==> src/verilog/sysc_pkg.sv <==
// Constants for the system-control interrupt and clock-gating block.
// Assumes a 40 MHz system clock and a simple strobed register port.
package sysc_pkg;

  // ==========================================================
  // Register offsets (byte addresses)
  // ==========================================================
  localparam logic [7:0] OFS_RAW = 8'h00;
  localparam logic [7:0] OFS_IEN = 8'h04;
  localparam logic [7:0] OFS_MASKED = 8'h08;
  localparam logic [7:0] OFS_CLR = 8'h0C;
  localparam logic [7:0] OFS_LDO_VSEL = 8'h10;
  localparam logic [7:0] OFS_LDO_CFG = 8'h14;
  localparam logic [7:0] OFS_VERIFY = 8'h18;
  localparam logic [7:0] OFS_GATE = 8'h1C;
  localparam logic [7:0] OFS_RUN_EN = 8'h20;
  localparam logic [7:0] OFS_SLEEP_EN = 8'h24;
  localparam logic [7:0] OFS_DEEP_EN = 8'h28;

  // ==========================================================
  // Interrupt source bit positions
  // ==========================================================
  localparam int NSRC = 7;
  localparam int BIT_PLL_LOCKED = 0;
  localparam int BIT_REG_OVERCURRENT = 1;
  localparam int BIT_INT_OSC_FAIL = 2;
  localparam int BIT_MAIN_OSC_FAIL = 3;
  localparam int BIT_REG_DROOP = 4;
  localparam int BIT_SUPPLY_DROOP = 5;
  localparam int BIT_PLL_FAILURE = 6;

  // ==========================================================
  // Control fields
  // ==========================================================
  localparam int VERIFY_MAIN_BIT = 0;
  localparam int VERIFY_INT_BIT = 1;
  localparam int NPERIPH = 31;

  // Voltage code: 0 is nominal, 1..5 step up, 0xB..0xF step down.
  localparam int VSEL_W = 4;
  localparam logic [3:0] VSEL_RST = 4'h0;
  localparam logic [3:0] VSEL_MAX_UP = 4'h5;
  localparam logic [3:0] VSEL_MIN_DN = 4'hB;

  // Reference edges without a monitored edge before a failure.
  localparam logic [7:0] OSC_REF_EDGES = 8'h10;

endpackage

==> src/verilog/sys_ctrl_gate.sv <==
// System-control interrupt collector, oscillator checkers, regulator
// control and sleep clock gating. Assumes oscillator and fault inputs
// are asynchronous, and the power-mode inputs come from the MCLK domain.
//
// Contract
// - Seven fault and lock events raise sources.
// - Raw and masked status are both readable.
// - Pending source stays until software clears.
// - Internal oscillator stop flags when checking enabled.
// - Main oscillator is the internal one's reference.
// - Main oscillator stop flags when checking enabled.
// - Internal oscillator is the main one's reference.
// - Regulator failure may request processor reset.
// - Voltage field resets to nominal, within ten percent.
// - Voltage readback returns the control field.
// - Gating off clocks peripherals as in run.
// - Gating on follows sleep or deep-sleep bits.
// - Sleep bits kept but ignored while gating off.
// - Deep-sleep disabled peripheral stops, state kept.
// - Deep-sleep enabled peripheral keeps running.
// - Separate sleep and deep-sleep bits per peripheral.
// - Per-source enable gates the interrupt.
// - Masked clear drops only selected sources.
//
// The address map and the strobed register port were chosen for this implementation.
`timescale 1ns/1ps

module sys_ctrl_gate #(
  parameter int NPERIPH = sysc_pkg::NPERIPH,
  parameter logic [7:0] OSC_REF_EDGES = sysc_pkg::OSC_REF_EDGES
) (
  input wire logic MCLK,
  input wire logic RST,
  input wire logic [7:0] REG_ADDR,
  input wire logic [31:0] REG_WDATA,
  input wire logic REG_WR,
  input wire logic REG_RD,
  output logic [31:0] REG_RDATA,
  input wire logic PLL_LOCK_IN,
  input wire logic REG_OVERCURRENT_IN,
  input wire logic REG_DROOP_IN,
  input wire logic SUPPLY_DROOP_IN,
  input wire logic PLL_FAIL_IN,
  input wire logic REG_UNREGULATED_IN,
  input wire logic MAIN_OSC_CLK,
  input wire logic INT_OSC_CLK,
  input wire logic MAIN_OSC_ON,
  input wire logic INT_OSC_ON,
  input wire logic SLEEP_MODE,
  input wire logic DEEP_SLEEP_MODE,
  output logic IRQ,
  output logic [NPERIPH-1:0] PERIPH_CLK_EN,
  output logic [3:0] LDO_VSEL,
  output logic LDO_RESET_REQ
);

  // ==========================================================
  // State
  // ==========================================================
  typedef struct packed {
    logic [4:0] ev_s1;
    logic [4:0] ev_s2;
    logic [4:0] ev_s3;
    logic [1:0] osc_s1;
    logic [1:0] osc_s2;
    logic [1:0] osc_s3;
    logic unreg_s1;
    logic unreg_s2;
    logic [7:0] cnt0;
    logic [7:0] cnt1;
    logic [6:0] raw;
    logic [6:0] ien;
    logic [3:0] vsel;
    logic ldo_cfg;
    logic [1:0] verify;
    logic gate;
    logic [NPERIPH-1:0] run_en;
    logic [NPERIPH-1:0] sleep_en;
    logic [NPERIPH-1:0] deep_en;
    logic [31:0] rdata;
    logic irq;
    logic [NPERIPH-1:0] clk_en;
    logic ldo_rst;
  } state_s;

  state_s st_q;
  state_s st_d;
  logic [4:0] ext_rise;
  logic [1:0] osc_rise;
  logic [1:0] fail;
  logic [6:0] set_v;
  logic [6:0] clr_v;
  logic chk_on;
  logic [NPERIPH-1:0] mode_mask;

  // ==========================================================
  // Next-state logic
  // ==========================================================
  always_comb begin
    st_d = st_q;
    // Pins are asynchronous: two stages before any logic reads them.
    st_d.ev_s1 = {PLL_FAIL_IN, SUPPLY_DROOP_IN, REG_DROOP_IN,
                  REG_OVERCURRENT_IN, PLL_LOCK_IN};
    st_d.ev_s2 = st_q.ev_s1;
    st_d.ev_s3 = st_q.ev_s2;
    st_d.osc_s1 = {INT_OSC_CLK, MAIN_OSC_CLK};
    st_d.osc_s2 = st_q.osc_s1;
    st_d.osc_s3 = st_q.osc_s2;
    st_d.unreg_s1 = REG_UNREGULATED_IN;
    st_d.unreg_s2 = st_q.unreg_s1;
    ext_rise = st_q.ev_s2 & ~st_q.ev_s3;
    osc_rise = st_q.osc_s2 & ~st_q.osc_s3;

    // Each oscillator is timed against the other, so neither check
    // can run unless both oscillators are on.
    chk_on = MAIN_OSC_ON & INT_OSC_ON;
    fail = 2'b00;
    // Main oscillator, counted in internal-oscillator edges.
    if (!(st_q.verify[sysc_pkg::VERIFY_MAIN_BIT] && chk_on) ||
        osc_rise[0]) begin
      st_d.cnt0 = 8'h00;
    end else if (osc_rise[1] && st_q.cnt0 != OSC_REF_EDGES) begin
      st_d.cnt0 = st_q.cnt0 + 8'h01;
      fail[0] = (st_q.cnt0 == OSC_REF_EDGES - 8'h01);
    end
    // Internal oscillator, counted in main-oscillator edges.
    if (!(st_q.verify[sysc_pkg::VERIFY_INT_BIT] && chk_on) ||
        osc_rise[1]) begin
      st_d.cnt1 = 8'h00;
    end else if (osc_rise[0] && st_q.cnt1 != OSC_REF_EDGES) begin
      st_d.cnt1 = st_q.cnt1 + 8'h01;
      fail[1] = (st_q.cnt1 == OSC_REF_EDGES - 8'h01);
    end

    set_v = '0;
    set_v[sysc_pkg::BIT_PLL_LOCKED] = ext_rise[0];
    set_v[sysc_pkg::BIT_REG_OVERCURRENT] = ext_rise[1];
    set_v[sysc_pkg::BIT_INT_OSC_FAIL] = fail[1];
    set_v[sysc_pkg::BIT_MAIN_OSC_FAIL] = fail[0];
    set_v[sysc_pkg::BIT_REG_DROOP] = ext_rise[2];
    set_v[sysc_pkg::BIT_SUPPLY_DROOP] = ext_rise[3];
    set_v[sysc_pkg::BIT_PLL_FAILURE] = ext_rise[4];

    clr_v = '0;
    if (REG_WR && REG_ADDR == sysc_pkg::OFS_CLR) begin
      clr_v = REG_WDATA[6:0];
    end
    // A new event in the clearing cycle wins over the clear.
    st_d.raw = (st_q.raw & ~clr_v) | set_v;

    if (REG_WR) begin
      case (REG_ADDR)
        sysc_pkg::OFS_IEN: st_d.ien = REG_WDATA[6:0];
        sysc_pkg::OFS_LDO_VSEL: begin
          // Codes outside the nominal +/-10% span are ignored.
          if (REG_WDATA[3:0] <= sysc_pkg::VSEL_MAX_UP ||
              REG_WDATA[3:0] >= sysc_pkg::VSEL_MIN_DN) begin
            st_d.vsel = REG_WDATA[3:0];
          end
        end
        sysc_pkg::OFS_LDO_CFG: st_d.ldo_cfg = REG_WDATA[0];
        sysc_pkg::OFS_VERIFY: st_d.verify = REG_WDATA[1:0];
        sysc_pkg::OFS_GATE: st_d.gate = REG_WDATA[0];
        sysc_pkg::OFS_RUN_EN: st_d.run_en = REG_WDATA[NPERIPH-1:0];
        sysc_pkg::OFS_SLEEP_EN: st_d.sleep_en = REG_WDATA[NPERIPH-1:0];
        sysc_pkg::OFS_DEEP_EN: st_d.deep_en = REG_WDATA[NPERIPH-1:0];
        default: st_d.ien = st_d.ien;
      endcase
    end

    st_d.rdata = 32'h0000_0000;
    if (REG_RD) begin
      case (REG_ADDR)
        sysc_pkg::OFS_RAW: st_d.rdata[6:0] = st_q.raw;
        sysc_pkg::OFS_IEN: st_d.rdata[6:0] = st_q.ien;
        sysc_pkg::OFS_MASKED: st_d.rdata[6:0] = st_q.raw & st_q.ien;
        sysc_pkg::OFS_LDO_VSEL: st_d.rdata[3:0] = st_q.vsel;
        sysc_pkg::OFS_LDO_CFG: st_d.rdata[0] = st_q.ldo_cfg;
        sysc_pkg::OFS_VERIFY: st_d.rdata[1:0] = st_q.verify;
        sysc_pkg::OFS_GATE: st_d.rdata[0] = st_q.gate;
        sysc_pkg::OFS_RUN_EN: st_d.rdata[NPERIPH-1:0] = st_q.run_en;
        sysc_pkg::OFS_SLEEP_EN: st_d.rdata[NPERIPH-1:0] = st_q.sleep_en;
        sysc_pkg::OFS_DEEP_EN: st_d.rdata[NPERIPH-1:0] = st_q.deep_en;
        default: st_d.rdata = 32'h0000_0000;
      endcase
    end

    st_d.irq = |(st_d.raw & st_d.ien);

    // Sleep and deep-sleep masks are only consulted with gating on;
    // the bits themselves are never touched by a mode change.
    mode_mask = '1;
    if (st_q.gate) begin
      if (DEEP_SLEEP_MODE) begin
        mode_mask = st_q.deep_en;
      end else if (SLEEP_MODE) begin
        mode_mask = st_q.sleep_en;
      end
    end
    // Only the clock is removed, so a stopped peripheral resumes
    // with its state intact when the mode ends.
    st_d.clk_en = st_q.run_en & mode_mask;
    st_d.ldo_rst = st_q.ldo_cfg & st_q.unreg_s2;
  end

  // ==========================================================
  // Registers
  // ==========================================================
  always_ff @(posedge MCLK) begin
    if (RST) begin
      st_q <= '0;
      st_q.vsel <= sysc_pkg::VSEL_RST;
    end else begin
      st_q <= st_d;
    end
  end

  assign REG_RDATA = st_q.rdata;
  assign IRQ = st_q.irq;
  assign PERIPH_CLK_EN = st_q.clk_en;
  assign LDO_VSEL = st_q.vsel;
  assign LDO_RESET_REQ = st_q.ldo_rst;

  // ==========================================================
  // Assertions
  // ==========================================================
  property p_event_sets;
    @(posedge MCLK) disable iff (RST)
    (st_q.ev_s2[4] && !st_q.ev_s3[4]) |=>
      st_q.raw[sysc_pkg::BIT_PLL_FAILURE];
  endproperty
  a_event_sets: assert property (p_event_sets)
    else $error("pll failure edge did not set its flag");

  property p_masked_read;
    @(posedge MCLK) disable iff (RST)
    (REG_RD && REG_ADDR == sysc_pkg::OFS_MASKED) |=>
      REG_RDATA == {25'h0, $past(st_q.raw) & $past(st_q.ien)};
  endproperty
  a_masked_read: assert property (p_masked_read)
    else $error("masked status read wrong");

  property p_sticky;
    @(posedge MCLK) disable iff (RST)
    (st_q.raw[0] && !(REG_WR && REG_ADDR == sysc_pkg::OFS_CLR))
      |=> st_q.raw[0] [*1];
  endproperty
  a_sticky: assert property (p_sticky)
    else $error("pending flag dropped without a clear");

  property p_clear;
    @(posedge MCLK) disable iff (RST)
    (REG_WR && REG_ADDR == sysc_pkg::OFS_CLR && REG_WDATA[5] &&
     !(st_q.ev_s2[3] && !st_q.ev_s3[3])) |=> !st_q.raw[5];
  endproperty
  a_clear: assert property (p_clear)
    else $error("selected flag not cleared");

  property p_main_off;
    @(posedge MCLK) disable iff (RST)
    (!st_q.verify[sysc_pkg::VERIFY_MAIN_BIT] &&
     !st_q.raw[sysc_pkg::BIT_MAIN_OSC_FAIL]) |=>
      !st_q.raw[sysc_pkg::BIT_MAIN_OSC_FAIL];
  endproperty
  a_main_off: assert property (p_main_off)
    else $error("main oscillator failure raised while unchecked");

  property p_int_needs_both;
    @(posedge MCLK) disable iff (RST)
    (!(MAIN_OSC_ON && INT_OSC_ON) &&
     !st_q.raw[sysc_pkg::BIT_INT_OSC_FAIL]) |=>
      !st_q.raw[sysc_pkg::BIT_INT_OSC_FAIL];
  endproperty
  a_int_needs_both: assert property (p_int_needs_both)
    else $error("internal oscillator check ran without both on");

  property p_ldo_reset;
    @(posedge MCLK) disable iff (RST)
    LDO_RESET_REQ |-> $past(st_q.ldo_cfg) && $past(st_q.unreg_s2);
  endproperty
  a_ldo_reset: assert property (p_ldo_reset)
    else $error("reset requested without cause");

  property p_vsel_reset;
    @(posedge MCLK) $fell(RST) |-> LDO_VSEL == sysc_pkg::VSEL_RST;
  endproperty
  a_vsel_reset: assert property (p_vsel_reset)
    else $error("voltage field not nominal after reset");

  property p_vsel_read;
    @(posedge MCLK) disable iff (RST)
    (REG_RD && REG_ADDR == sysc_pkg::OFS_LDO_VSEL) |=>
      REG_RDATA[3:0] == $past(LDO_VSEL);
  endproperty
  a_vsel_read: assert property (p_vsel_read)
    else $error("voltage readback differs from field");

  property p_ungated;
    @(posedge MCLK) disable iff (RST)
    !st_q.gate |=> PERIPH_CLK_EN == $past(st_q.run_en);
  endproperty
  a_ungated: assert property (p_ungated)
    else $error("clocks changed with gating off");

  property p_deep;
    @(posedge MCLK) disable iff (RST)
    (st_q.gate && DEEP_SLEEP_MODE) |=>
      PERIPH_CLK_EN == ($past(st_q.run_en) & $past(st_q.deep_en));
  endproperty
  a_deep: assert property (p_deep)
    else $error("deep-sleep clocks do not follow enables");

  property p_irq;
    @(posedge MCLK) disable iff (RST)
    IRQ == |(st_q.raw & st_q.ien);
  endproperty
  a_irq: assert property (p_irq)
    else $error("interrupt line disagrees with masked status");

  property p_overcurrent_sets;
    @(posedge MCLK) disable iff (RST)
    (st_q.ev_s2[1] && !st_q.ev_s3[1]) |=>
      st_q.raw[sysc_pkg::BIT_REG_OVERCURRENT];
  endproperty
  a_overcurrent_sets: assert property (p_overcurrent_sets)
    else $error("overcurrent edge did not set its flag");

  property p_int_off;
    @(posedge MCLK) disable iff (RST)
    (!st_q.verify[sysc_pkg::VERIFY_INT_BIT] &&
     !st_q.raw[sysc_pkg::BIT_INT_OSC_FAIL]) |=>
      !st_q.raw[sysc_pkg::BIT_INT_OSC_FAIL];
  endproperty
  a_int_off: assert property (p_int_off)
    else $error("internal oscillator failure raised while unchecked");

  property p_main_needs_both;
    @(posedge MCLK) disable iff (RST)
    (!(MAIN_OSC_ON && INT_OSC_ON) &&
     !st_q.raw[sysc_pkg::BIT_MAIN_OSC_FAIL]) |=>
      !st_q.raw[sysc_pkg::BIT_MAIN_OSC_FAIL];
  endproperty
  a_main_needs_both: assert property (p_main_needs_both)
    else $error("main oscillator check ran without both on");

  property p_ldo_no_reset;
    @(posedge MCLK) disable iff (RST)
    !st_q.ldo_cfg |=> !LDO_RESET_REQ;
  endproperty
  a_ldo_no_reset: assert property (p_ldo_no_reset)
    else $error("reset requested with the reset choice off");

  property p_sleep;
    @(posedge MCLK) disable iff (RST)
    (st_q.gate && SLEEP_MODE && !DEEP_SLEEP_MODE) |=>
      PERIPH_CLK_EN == ($past(st_q.run_en) & $past(st_q.sleep_en));
  endproperty
  a_sleep: assert property (p_sleep)
    else $error("sleep clocks do not follow enables");

  property p_bits_kept;
    @(posedge MCLK) disable iff (RST)
    (!st_q.gate && !(REG_WR && (REG_ADDR == sysc_pkg::OFS_SLEEP_EN ||
     REG_ADDR == sysc_pkg::OFS_DEEP_EN))) |=>
      st_q.sleep_en == $past(st_q.sleep_en) &&
      st_q.deep_en == $past(st_q.deep_en);
  endproperty
  a_bits_kept: assert property (p_bits_kept)
    else $error("sleep enables changed without a write");

  property p_disabled_quiet;
    @(posedge MCLK) disable iff (RST)
    (st_q.ien == 7'h00) |-> !IRQ;
  endproperty
  a_disabled_quiet: assert property (p_disabled_quiet)
    else $error("interrupt raised with every source disabled");

endmodule

==> config.mk <==
export PLATFORM = sky130hd
export DESIGN_NAME = sys_ctrl_gate
export DESIGN_NICKNAME = d
export VERILOG_FILES = /design/src/verilog/sysc_pkg.sv /design/src/verilog/sys_ctrl_gate.sv
export SDC_FILE = /design/constraint.sdc
export NUM_CORES = 1
export LEC_CHECK = 0
export BUFFER_PORTS_ARGS = -buffer_cell sky130_fd_sc_hd__buf_2
export CORE_ASPECT_RATIO = 1.4
export CORE_MARGIN = 4
export CORE_UTILIZATION = 57
export CTS_CLUSTER_DIAMETER = 50
export DETAILED_ROUTE_END_ITERATION = 12
export PLACE_DENSITY = 0.79
export SLEW_MARGIN = 25
export SYNTH_ARGS = -nofsm -noshare
export SYNTH_HDL_FRONTEND = slang
export SYNTH_SLANG_ARGS = --single-unit
==> constraint.sdc <==
create_clock -name MCLK -period 1.8 [get_ports MCLK]
set_input_delay 0.18 -clock MCLK [delete_from_list [all_inputs] [get_ports MCLK]]
set_output_delay 0.18 -clock MCLK [all_outputs]
set_load 0.05 [all_outputs]
## Yosys cells after proc, flatten, opt, wreduce, memory -nomap -nowiden

Index checks and enable logic that the tools add are counted.

- Output and inout port bits: 69
- Latch bits: 0
- Word-level logic and storage cells: 100
- Bits in registers: 219
- Memory bits (read-only): 0
- Bits of input ports: 56
- Memories: 0
- RAM bits: 0

- Div/mod/pow operators: 0
- Add/sub/neg operators: 2
- Shift-type cells: 0
- Equality and inequality tests: 14
- Magnitude comparators: 2
- Reduce and logical (&&, ||, !) cells: 22
- Multiplexer cells: 23
- Bitwise operators: 13
- Multiply operators: 0

Operator list:

| kind | number |
|---|---|
| 31-bit 2-to-1 mux | 6 |
| 108-bit 2-to-1 mux | 1 |
| 24-bit case mux with 3 select lines | 1 |
| 8-bit by 4-bit == test with 1-bit output (second input constant) | 4 |
| 8-bit by 5-bit == test with 1-bit output (second input constant) | 4 |
| 31-bit AND | 1 |
| 8-bit by 6-bit == test with 1-bit output (second input constant) | 3 |
| 7-bit AND | 3 |
| 3-bit case mux with 6 select lines | 1 |
| 8-bit by 1-bit adder with 8-bit output (second input constant) | 2 |
| 8-bit by 5-bit inequality test with 1-bit output (second input constant) | 2 |
| 7-bit 2-to-1 mux | 2 |
| 2-bit case mux with 7 select lines | 1 |
| 2-bit AND reduction | 6 |
| 1-bit case mux with 10 select lines | 1 |
| 8-bit by 3-bit == test with 1-bit output (second input constant) | 1 |
| 8-bit logical NOT | 1 |
| 4-bit 2-to-1 mux | 2 |
| 1-bit case mux with 8 select lines | 1 |
| 7-bit inverter | 1 |
| 7-bit OR | 1 |
| 7-bit OR reduction | 1 |
| 1-bit 2-to-1 mux | 6 |
| 2-bit OR reduction | 3 |
| 13 further kinds | 21 |

## Longest topological paths before layout

Gate-level depths: netlist of run 1.

- Word-level depth: 8
- Depth in mapped cells: 7
- Mapped depth without buffers: 6

## Worst setup path after synthesis of run 1

OpenSTA, ideal clock, no wires.

- Path type: reg-to-reg
- From: reg st_q[180] in the netlist's numbering
- To: reg st_q[187] in the netlist's numbering
- Arrival: 1.577 ns
- Cell stages (with the launch flop): 7
- Setup time: 0.070 ns
- Period minus slack after synthesis: 1.647 ns
- Path slack: 0.153 ns
- Path buffers: 0
- Required time: 1.730 ns
- Cell sequence: dfxtp_1 > inv_1 > ha_1 > a41oi_2 > nand4_1 > or3_1 > a21oi_1

- Longest elaborated chain between the ends: 2
- Elaborated cells between the ends (all ways): 3
- Those cells by class: add/sub (1); eq/ne (1); reduce/logical (1)

Ends and longest elaborated chain:

| element | line | RTL |
|---|---|---|
| from (decl) | sys_ctrl_gate.sv:86 | `state_s st_q;` |
| from (signal assigned) | sys_ctrl_gate.sv:214 | `st_q <= st_d;` |
| branches (longest 2 deep; another with 8-bit by 1-bit adder with 8-bit output) | -- |  |

Parallel ways; which one is timed is not known.
A chain may end at the register's enable or synchronous reset.

## Worst setup path in the final report of run 1

- From: reg st_q[188] in the netlist's numbering
- To: reg st_q[195] in the netlist's numbering

- Longest elaborated chain between the ends: 2
- Elaborated cells between the ends (all ways): 3
- Those cells by class: add/sub (1); eq/ne (1); reduce/logical (1)

Ends and longest elaborated chain:

| element |
|---|
| branches (longest 2 deep; another with 8-bit by 1-bit adder with 8-bit output) |

Parallel ways; which one is timed is not known.

==> PnR_summary.wiki, run 1 <==
{| class="wikitable"
! Metric !! Value
|-
| Total stage count of the critical path || 6
|-
| Type of the setup path with the least slack || flip-flop to flip-flop
|-
| Kind of end point of the critical path || flip-flop
|-
| Dpl hpwl || 15.3 mm
|-
| Count of flip-flops with a built-in enable after synthesis || 0
|-
| Final hold violation count || 0
|-
| Pin count of the biggest net entering global routing || 90
|-
| Clock tree from TritonCTS || built
|-
| Antenna violations before repair || 0
|-
| Total number of vias || 7849
|-
| Number of cells produced by synthesis || 1079
|-
| Setup crit start || st_q[188]
|-
| Slowest Stage Delay on Critical Path || 0.39 ns
|-
| Worst-path clk slew || 0.06 ns
|-
| Die extent in x || 116 microns
|-
| Average cell area after synthesis || 8.60 sq um
|-
| Net total in the final layout || 1222
|-
| Arrival time reported for the critical path endpoint || 2.04 ns
|-
| Area fraction of the dominant cell type after synthesis || 47.0%
|-
| Number of antenna cells inserted || 0
|-
| Source-to-sink clock delay at the later pin of the worst-skew pair || 0.48 ns
|-
| Clock net sink count || 218
|-
| Number of buffer and inverter stages on the critical path || 1
|-
| Endpoint required time on the critical path || 2.21 ns
|-
| Predominant post-synthesis flop cell || dfxtp_1
|-
| Fill count || 1279
|-
| Power per Cell Area || 885 nW/um^2
|-
| Library cell occupying the most area in the post-synthesis netlist || dfxtp_1
|-
| Category of the worst setup path launch point || flip-flop
|-
| Static leakage power || 4.21 nW
|-
| Number of iterations in the first detailed-routing pass || 8
|-
| Clock root buffer || clkbuf_16
|-
| Total setup violations reported at the end of the flow || 0
|-
| Fin. max-slew vios || 0
|-
| Crit Path Max Fanout || 4
|-
| Post-DR vias/cell || 5.74
|-
| Setup total negative slack || 0 ns
|-
| Top cells by area, synth || dfxtp_1 47%, nand2_1 8.4%, a21oi_1 5.8%
|-
| Cell area after technology mapping || 9280 sq um
|-
| Clock buffers created by TritonCTS || 21
|-
| Share of flip-flops with an asynchronous set or reset after synthesis || 0%
|-
| Std cell rows || 54
|-
| Cell with the biggest individual delay on the critical path || dfxtp_1
|-
| Detailed-route DRC error count || 0
|-
| Syn nets || 1139
|-
| Maximum capacitance violations || 0
|-
| Crit-path leading delay family || simple AND/OR/NAND/NOR gates
|-
| H-tree Lvls || 1
|-
| Cell variety after synth || 51
|-
| Peak clock frequency supported by timing || 613 MHz
|-
| Deepest clock path buffer count || 3
|-
| Highest metal layer with signal wires || met4
|-
| Fin area || 10800 sq um
|-
| Placed cell count || 1302
|-
| Transition time at the pin with the least slew margin || 0.838 ns
|-
| Clock tree skew after final layout || 0.00535 ns
|-
| Gates resized, CTS repair || 0
|-
| Vert. Die Dim || 159 microns
|-
| Total congestion overflow || 0
|-
| Top-level I/O count || 125
|-
| Capture instance of the worst register-to-register path || st_q[195]
|-
| Share of the clock period used by the worst path || 90.6%
|-
| Placed Area || 9860 sq um
|-
| Number of buffer cells added on primary ports || 122
|-
| Detailed router's first-iteration violation count || 785
|-
| Tightest slew margin relative to the limit || 44.1%
|-
| Share of synthesized area occupied by flip-flops and latches || 47.0%
|-
| Total wire length after detailed routing || 23.6 mm
|-
| Startpoint of the worst-slack reg-to-reg timing path || st_q[188]
|-
| Fraction of layout instances using a drive strength above 1 || 18.9%
|-
| Wire length of the first global-routing pass || 38.4 mm
|-
| Finished Core Util || 68.6%
|-
| Capturing instance or port of the critical path || st_q[195]
|-
| Total global routing track utilization || 25.4%
|-
| Area growth from synthesis to final layout || 16.9%
|-
| Worst supply voltage drop on vdd || 1.00 mV
|-
| Result of the run || completed
|-
| Worst min-delay path category || primary input to flip-flop
|-
| Number of synthesized register bits || 218
|-
| Worst setup slack for register-to-register paths || 0.17 ns
|-
| Area of the multi-input gates || 4050 sq um
|-
| Number of nets with antenna violations after detailed routing || 0
|-
| Ys Warns || 0
|-
| Setup repair after global routing missed its margin || no
|-
| Cells along the critical path || inv_1 > ha_1 > a41oi_2 > nand4_1 > or3_1 > a21oi_1
|-
| R2R depth || 6
|-
| Seq. cell area || 4360 sq um
|-
| Floorplan die area || 18400 sq um
|-
| Detailed-routed wire length on met3 || 1.52 mm
|-
| Vias in the first global route || 7743
|-
| Number of standard cells in the final layout excluding fillers || 1368
|-
| WL met2 || 12.1 mm
|-
| Total routed wire length on the met1 layer || 9.20 mm
|-
| Total power draw || 9.59 mW
|-
| Average wire per cell in the routed design || 17.3 microns
|-
| Total core area || 15800 sq um
|-
| Final estimated routing congestion in global placement || 0.898
|-
| Min cycle time layout || 1.63 ns
|-
| Initial Utilization || 58.7%
|}
area by class of cell:
| class | instances | share of cell area (%) |
|---|---|---|
| Sequential cell | 218 | 40.2 |
| Multi-Input combinational cell | 704 | 37.3 |
| Timing Repair Buffer | 207 | 13.8 |
| Clock buffer | 30 | 5.71 |
| Tap cell | 196 | 2.26 |
| Clock inverter | 3 | 0.369 |
| Inverter | 10 | 0.346 |
layer usage:
layer  vias to the layer above  track usage [%]
li1                       3797                -
met1                      3695             30.7
met2                       299             45.0
met3                        58             3.27
met4                         0             9.71
met5                         -                0
repair_timing:
action / in CTS / in global routing
hold endpoints to repair: 79 / 0
setup endpoints to repair: 0 / 1
setup buffers: 0 / 1
hold buffers: 32 / 0
state kept, by name, summed over array words and instances (netlist names):
name / count
LDO_VSEL: 4
REG_RDATA: 31
st_d: 15
LDO_RESET_REQ: 1
IRQ: 1
st_q: 135
PERIPH_CLK_EN: 31
cell usage in the layout, fill, tap and decap left out, drive strengths merged, types with 6 or more instances in the layout:
master / instances
nand3: 13
nand4: 12
and3: 6
clkbuf: 30
a222oi: 28
nor3: 6
dfxtp: 218
a21oi: 108
inv: 10
buf: 175
dlygate4sd3: 32
nor2: 57
o21ai: 48
and3b: 31
xor2: 6
nor3b: 31
nand2: 207
mux2i: 14
or3: 9
nor2b: 67
power by group:
part	switching (mW)	total [mW]	internal, mW
clock	1.72	4.23	2.51
sequential	0.0144	4.87	4.85
combinational	0.276	0.499	0.223
total	2.01	9.59	7.59
worst register-to-register path, stage by stage, from the launching register on:
cell	delay [ns]
dfxtp_1	0.39
inv_1	0.07
ha_1	0.21
a41oi_2	0.19
nand4_1	0.18
or3_1	0.38
a21oi_1	0.15
cells by family after synthesis:
group                      synth area share, %
DFF                                       47.0
and+or+nand+nor                           25.9
other                                   0.0404
AOI/OAI and AO/OA                         14.2
xor gates and xnor gates                 0.755
buffers and inverters                     9.45
adders and majority gates                0.539
muxes                                     2.16
synthesized netlist by cell type, drive strengths merged (10+ instances only):
cell and n:
nand3 13, and3b 31, a21oi 108, nand4 12, nor3b 31, a222oi 28
mux2i 14, buf 92, nand2 207, nor2b 67, o21ai 48, clkbuf 55
dfxtp 218, nor2 57, inv 10
how the worst min path moves through the flow:
stage,slack (ns),cells after the start,startpoint,end
2_1_floorplan,0.31,1,REG_UNREGULATED_IN,st_d[196]
5_1_grt,0.006,3,REG_WDATA[4],st_q[100]
6_report,0.02,3,REG_WDATA[4],st_q[100]
4_1_cts,0.0004,3,REG_WDATA[4],st_q[131]
3_3_place_gp,0.39,2,SUPPLY_DROOP_IN,st_d[212]
3_5_place_dp,0.40,2,PLL_LOCK_IN,st_d[209]
metrics by stage:
| step | hold WS (ns) | setup slack (ns) |
|---|---|---|
| after floorplan | 0.308 | 0.153 |
| after global placement | 0.386 | -0.00402 |
| after detailed placement | 0.397 | -0.0169 |
| after CTS | 0.000407 | 0.0859 |
| after global routing | 0.00563 | 0.000280 |
| final | 0.0155 | 0.169 |
Power figures use the tool's default switching activity.
==> run 2, diff against run 1 <==
--- a/config.mk
+++ b/config.mk
@@ -11,7 +11,7 @@
 export CORE_UTILIZATION = 57
 export CTS_CLUSTER_DIAMETER = 50
 export DETAILED_ROUTE_END_ITERATION = 12
-export PLACE_DENSITY = 0.79
+export PLACE_DENSITY = 0.83
 export SLEW_MARGIN = 25
 export SYNTH_ARGS = -nofsm -noshare
 export SYNTH_HDL_FRONTEND = slang
==> constraint.sdc (replaced) <==
create_clock -name MCLK -period 1.8 [get_ports MCLK]
set_input_delay 0.18 -clock MCLK [delete_from_list [all_inputs] [get_ports MCLK]]
set_output_delay 0.18 -clock MCLK [all_outputs]
set_load 0.005 [all_outputs]
==> PnR_summary.wiki, run 2 (synthesis results as in run 1) <==
{| class="wikitable"
! Metric !! Value
|-
| Result of the run || completed
|-
| Fill count || 1236 (-3.4%)
|-
| Maximum capacitance violations || 0 (unchanged)
|-
| Psw || 2.16 mW (+7.6%)
|-
| Cell with the biggest individual delay on the critical path || dfxtp_1
|-
| Deepest clock path buffer count || 3 (unchanged)
|-
| Clock tree from TritonCTS || built
|-
| Cells along the critical path || inv_1 > ha_1 > a41oi_2 > nand4_1 > or3_1 > a21oi_1
|-
| R2R depth || 6 (unchanged)
|-
| Post-DR vias/cell || 5.72 (-0.25%)
|-
| Setup repair after global routing missed its margin || no
|-
| Total power draw || 10.2 mW (+6.0%)
|-
| Fraction of layout instances using a drive strength above 1 || 19.3% (+0.31 points)
|-
| Number of iterations in the first detailed-routing pass || 11 (+3)
|-
| End point of the worst hold path || st_q[159]
|-
| Pre-CTS WS || -0.119 ns (-0.102 ns)
|-
| Total setup violations reported at the end of the flow || 0 (unchanged)
|-
| Flop pwr share || 47.9% (-2.8 points)
|-
| Capture instance of the worst register-to-register path || st_q[187]
|-
| Source-to-sink clock delay at the later pin of the worst-skew pair || 0.48 ns (about the same)
|-
| Setup total negative slack || 0 ns (unchanged)
|-
| Arrival time reported for the critical path endpoint || 2.10 ns (+0.06 ns)
|-
| Static leakage power || 4.24 nW (+0.71%)
|-
| Category of the worst setup path launch point || flip-flop
|-
| Endpoint required time on the critical path || 2.22 ns (about the same)
|-
| Number of nets with antenna violations after detailed routing || 0 (unchanged)
|-
| Top-level I/O count || 125 (unchanged)
|-
| Tightest slew margin relative to the limit || 61.2% (+17 points)
|-
| Pin count of the biggest net entering global routing || 93 (+3.3%)
|-
| Total number of vias || 7841 (-0.10%)
|-
| Most frequent standard cell in the layout excluding fill and tap cells || dfxtp_1
|-
| Sw frac || 21.2% (+0.32 points)
|-
| Transition time at the pin with the least slew margin || 0.581 ns (-0.256 ns)
|-
| Total internal power || 8.01 mW (+5.6%)
|-
| Total congestion overflow || 0 (unchanged)
|-
| Floorplan die area || 18400 sq um (unchanged)
|-
| Worst setup slack for register-to-register paths || 0.12 ns (-0.05 ns)
|-
| Final WS setup || 0.116 ns (-0.0530 ns)
|-
| Kind of end point of the critical path || flip-flop
|-
| Total core area || 15800 sq um (unchanged)
|-
| Commonest cells after routing, fill and taps aside || 217 x dfxtp_1, 207 x nand2_1, 121 x buf_2, 108 x a21oi_1, 67 x nor2b_1
|-
| H-tree Lvls || 1 (unchanged)
|-
| Final hold violation count || 0 (unchanged)
|-
| Number of buffer cells added on primary ports || 122 (unchanged)
|-
| Total wire length after detailed routing || 23.9 mm (+1.3%)
|-
| Initial Utilization || 58.7% (unchanged)
|-
| Power per Cell Area || 934 nW/um^2 (+5.5%)
|-
| Hold_ws || 0.0227 ns (+0.00722 ns)
|-
| Clock net sink count || 218 (unchanged)
|-
| Vias in the first global route || 7720 (-0.30%)
|-
| Net total in the final layout || 1220 (-0.16%)
|-
| Detailed router's first-iteration violation count || 943 (+20%)
|-
| Clock tree skew after final layout || 0.00419 ns (-0.00115 ns)
|-
| Clock buffers created by TritonCTS || 21 (unchanged)
|-
| Startpoint of the worst-slack reg-to-reg timing path || st_q[180]
|-
| Std cell rows || 54 (unchanged)
|-
| Fraction of power consumed by the clock network || 47.3% (+3.2 points)
|-
| Final estimated routing congestion in global placement || 0.955 (+6.3%)
|-
| Register bank with the most flops || st_q
|-
| Detailed-route DRC error count || 0 (unchanged)
|-
| Type of the setup path with the least slack || flip-flop to flip-flop
|-
| Worst-path clk slew || 0.07 ns (about the same)
|-
| Wire length of the first global-routing pass || 38.6 mm (+0.45%)
|-
| Min cycle time layout || 1.68 ns (+0.0530 ns)
|-
| Max reg flops || 135 (unchanged)
|-
| Worst min-delay path category || primary input to flip-flop
|-
| Power share of the combinational group || 4.8% (-0.4 points)
|-
| Share of the clock period used by the worst path || 93.5% (+2.9 points)
|-
| Antenna violations before repair || 0 (unchanged)
|-
| Area growth from synthesis to final layout || 17.4%
|-
| Fin. max-slew vios || 0 (unchanged)
|-
| Crit Path Max Fanout || 5 (+1)
|-
| Dpl hpwl || 15.3 mm (-0.17%)
|-
| Slowest Stage Delay on Critical Path || 0.41 ns (+0.02 ns)
|-
| Vert. Die Dim || 159 microns (unchanged)
|-
| Clock root buffer || clkbuf_16
|-
| Number of antenna cells inserted || 0 (unchanged)
|-
| Die extent in x || 116 microns (unchanged)
|-
| Critical hold path startpoint || RST
|-
| Average wire per cell in the routed design || 17.5 microns (+1.1%)
|-
| Peak clock frequency supported by timing || 594 MHz (-3.1%)
|-
| Worst supply voltage drop on vdd || 1.04 mV (+3.8%)
|-
| Total global routing track utilization || 25.4% (about the same)
|-
| Number of stages on the worst hold path || 2 (-1)
|}
-- run 2: how the worst max path moves through the flow --
stage                 from           end  slack (ns)  depth (start not counted)
3_3_place_gp   REG_ADDR[7]  REG_RDATA[3]       -0.03                          6
6_report         st_q[180]     st_q[187]        0.12                          6
5_1_grt          st_q[180]     st_q[187]        0.01                          6
2_1_floorplan    st_q[180]     st_q[187]        0.15                          6
3_5_place_dp   REG_ADDR[1]           IRQ       -0.12                          8
4_1_cts          st_q[188]     st_q[195]        0.08                          6
-- run 2: final cells by class --
class                      count  area, sq um  share of cell area [%]
inverter                      10         37.5                   0.345
sequential                   218         4370                    40.1
multi-input combinational    704         4050                    37.1
timing repair buffer         205         1430                    13.2
tap                          196          245                    2.25
clock inverter                11          171                    1.57
clock buffer                  26          594                    5.46
-- run 2: through the flow --
stage	cell area, sq um	utilization, %	instances
6_report	10900	68.9	1370
5_1_grt	10900	68.9	1370
4_1_cts	10900	68.7	1367
3_5_place_dp	9760	61.8	1296
3_3_place_gp	9760	61.8	1296
2_1_floorplan	9280	-	1079
-- run 2: critical path: cells and delay by family (launching register included) --
kind,cells,cell delay [ns]
adders and majority gates,1,0.21
and+or+nand+nor,2,0.61
buffers and inverters,1,0.07
AOI/OAI and AO/OA,2,0.32
DFF,1,0.41
-- run 2: layer usage --
layer,track usage (%),vias up,part of all wire (%)
met5,0,-,0
met4,10.6,0,3.4
met3,3.12,55,7.4
li1,-,3789,-
met2,43.7,348,50
met1,31.7,3649,39
-- run 2: timing repair --
item,CTS,global route
setup buffers,0,3
resized for setup,0,1
endpoints found under the hold margin,85,0
hold buffers,34,0
setup endpoints to repair,0,2
-- run 2: power groups by stage --
stage                     clock, mW  combinational (mW)  sequential [mW]
after global routing           5.04               0.534             4.87
final                          4.81               0.492             4.87
after CTS                      4.86               0.486             4.87
after global placement            0               0.420             4.98
after floorplan                   0               0.235             4.97
after detailed placement          0               0.427             4.98
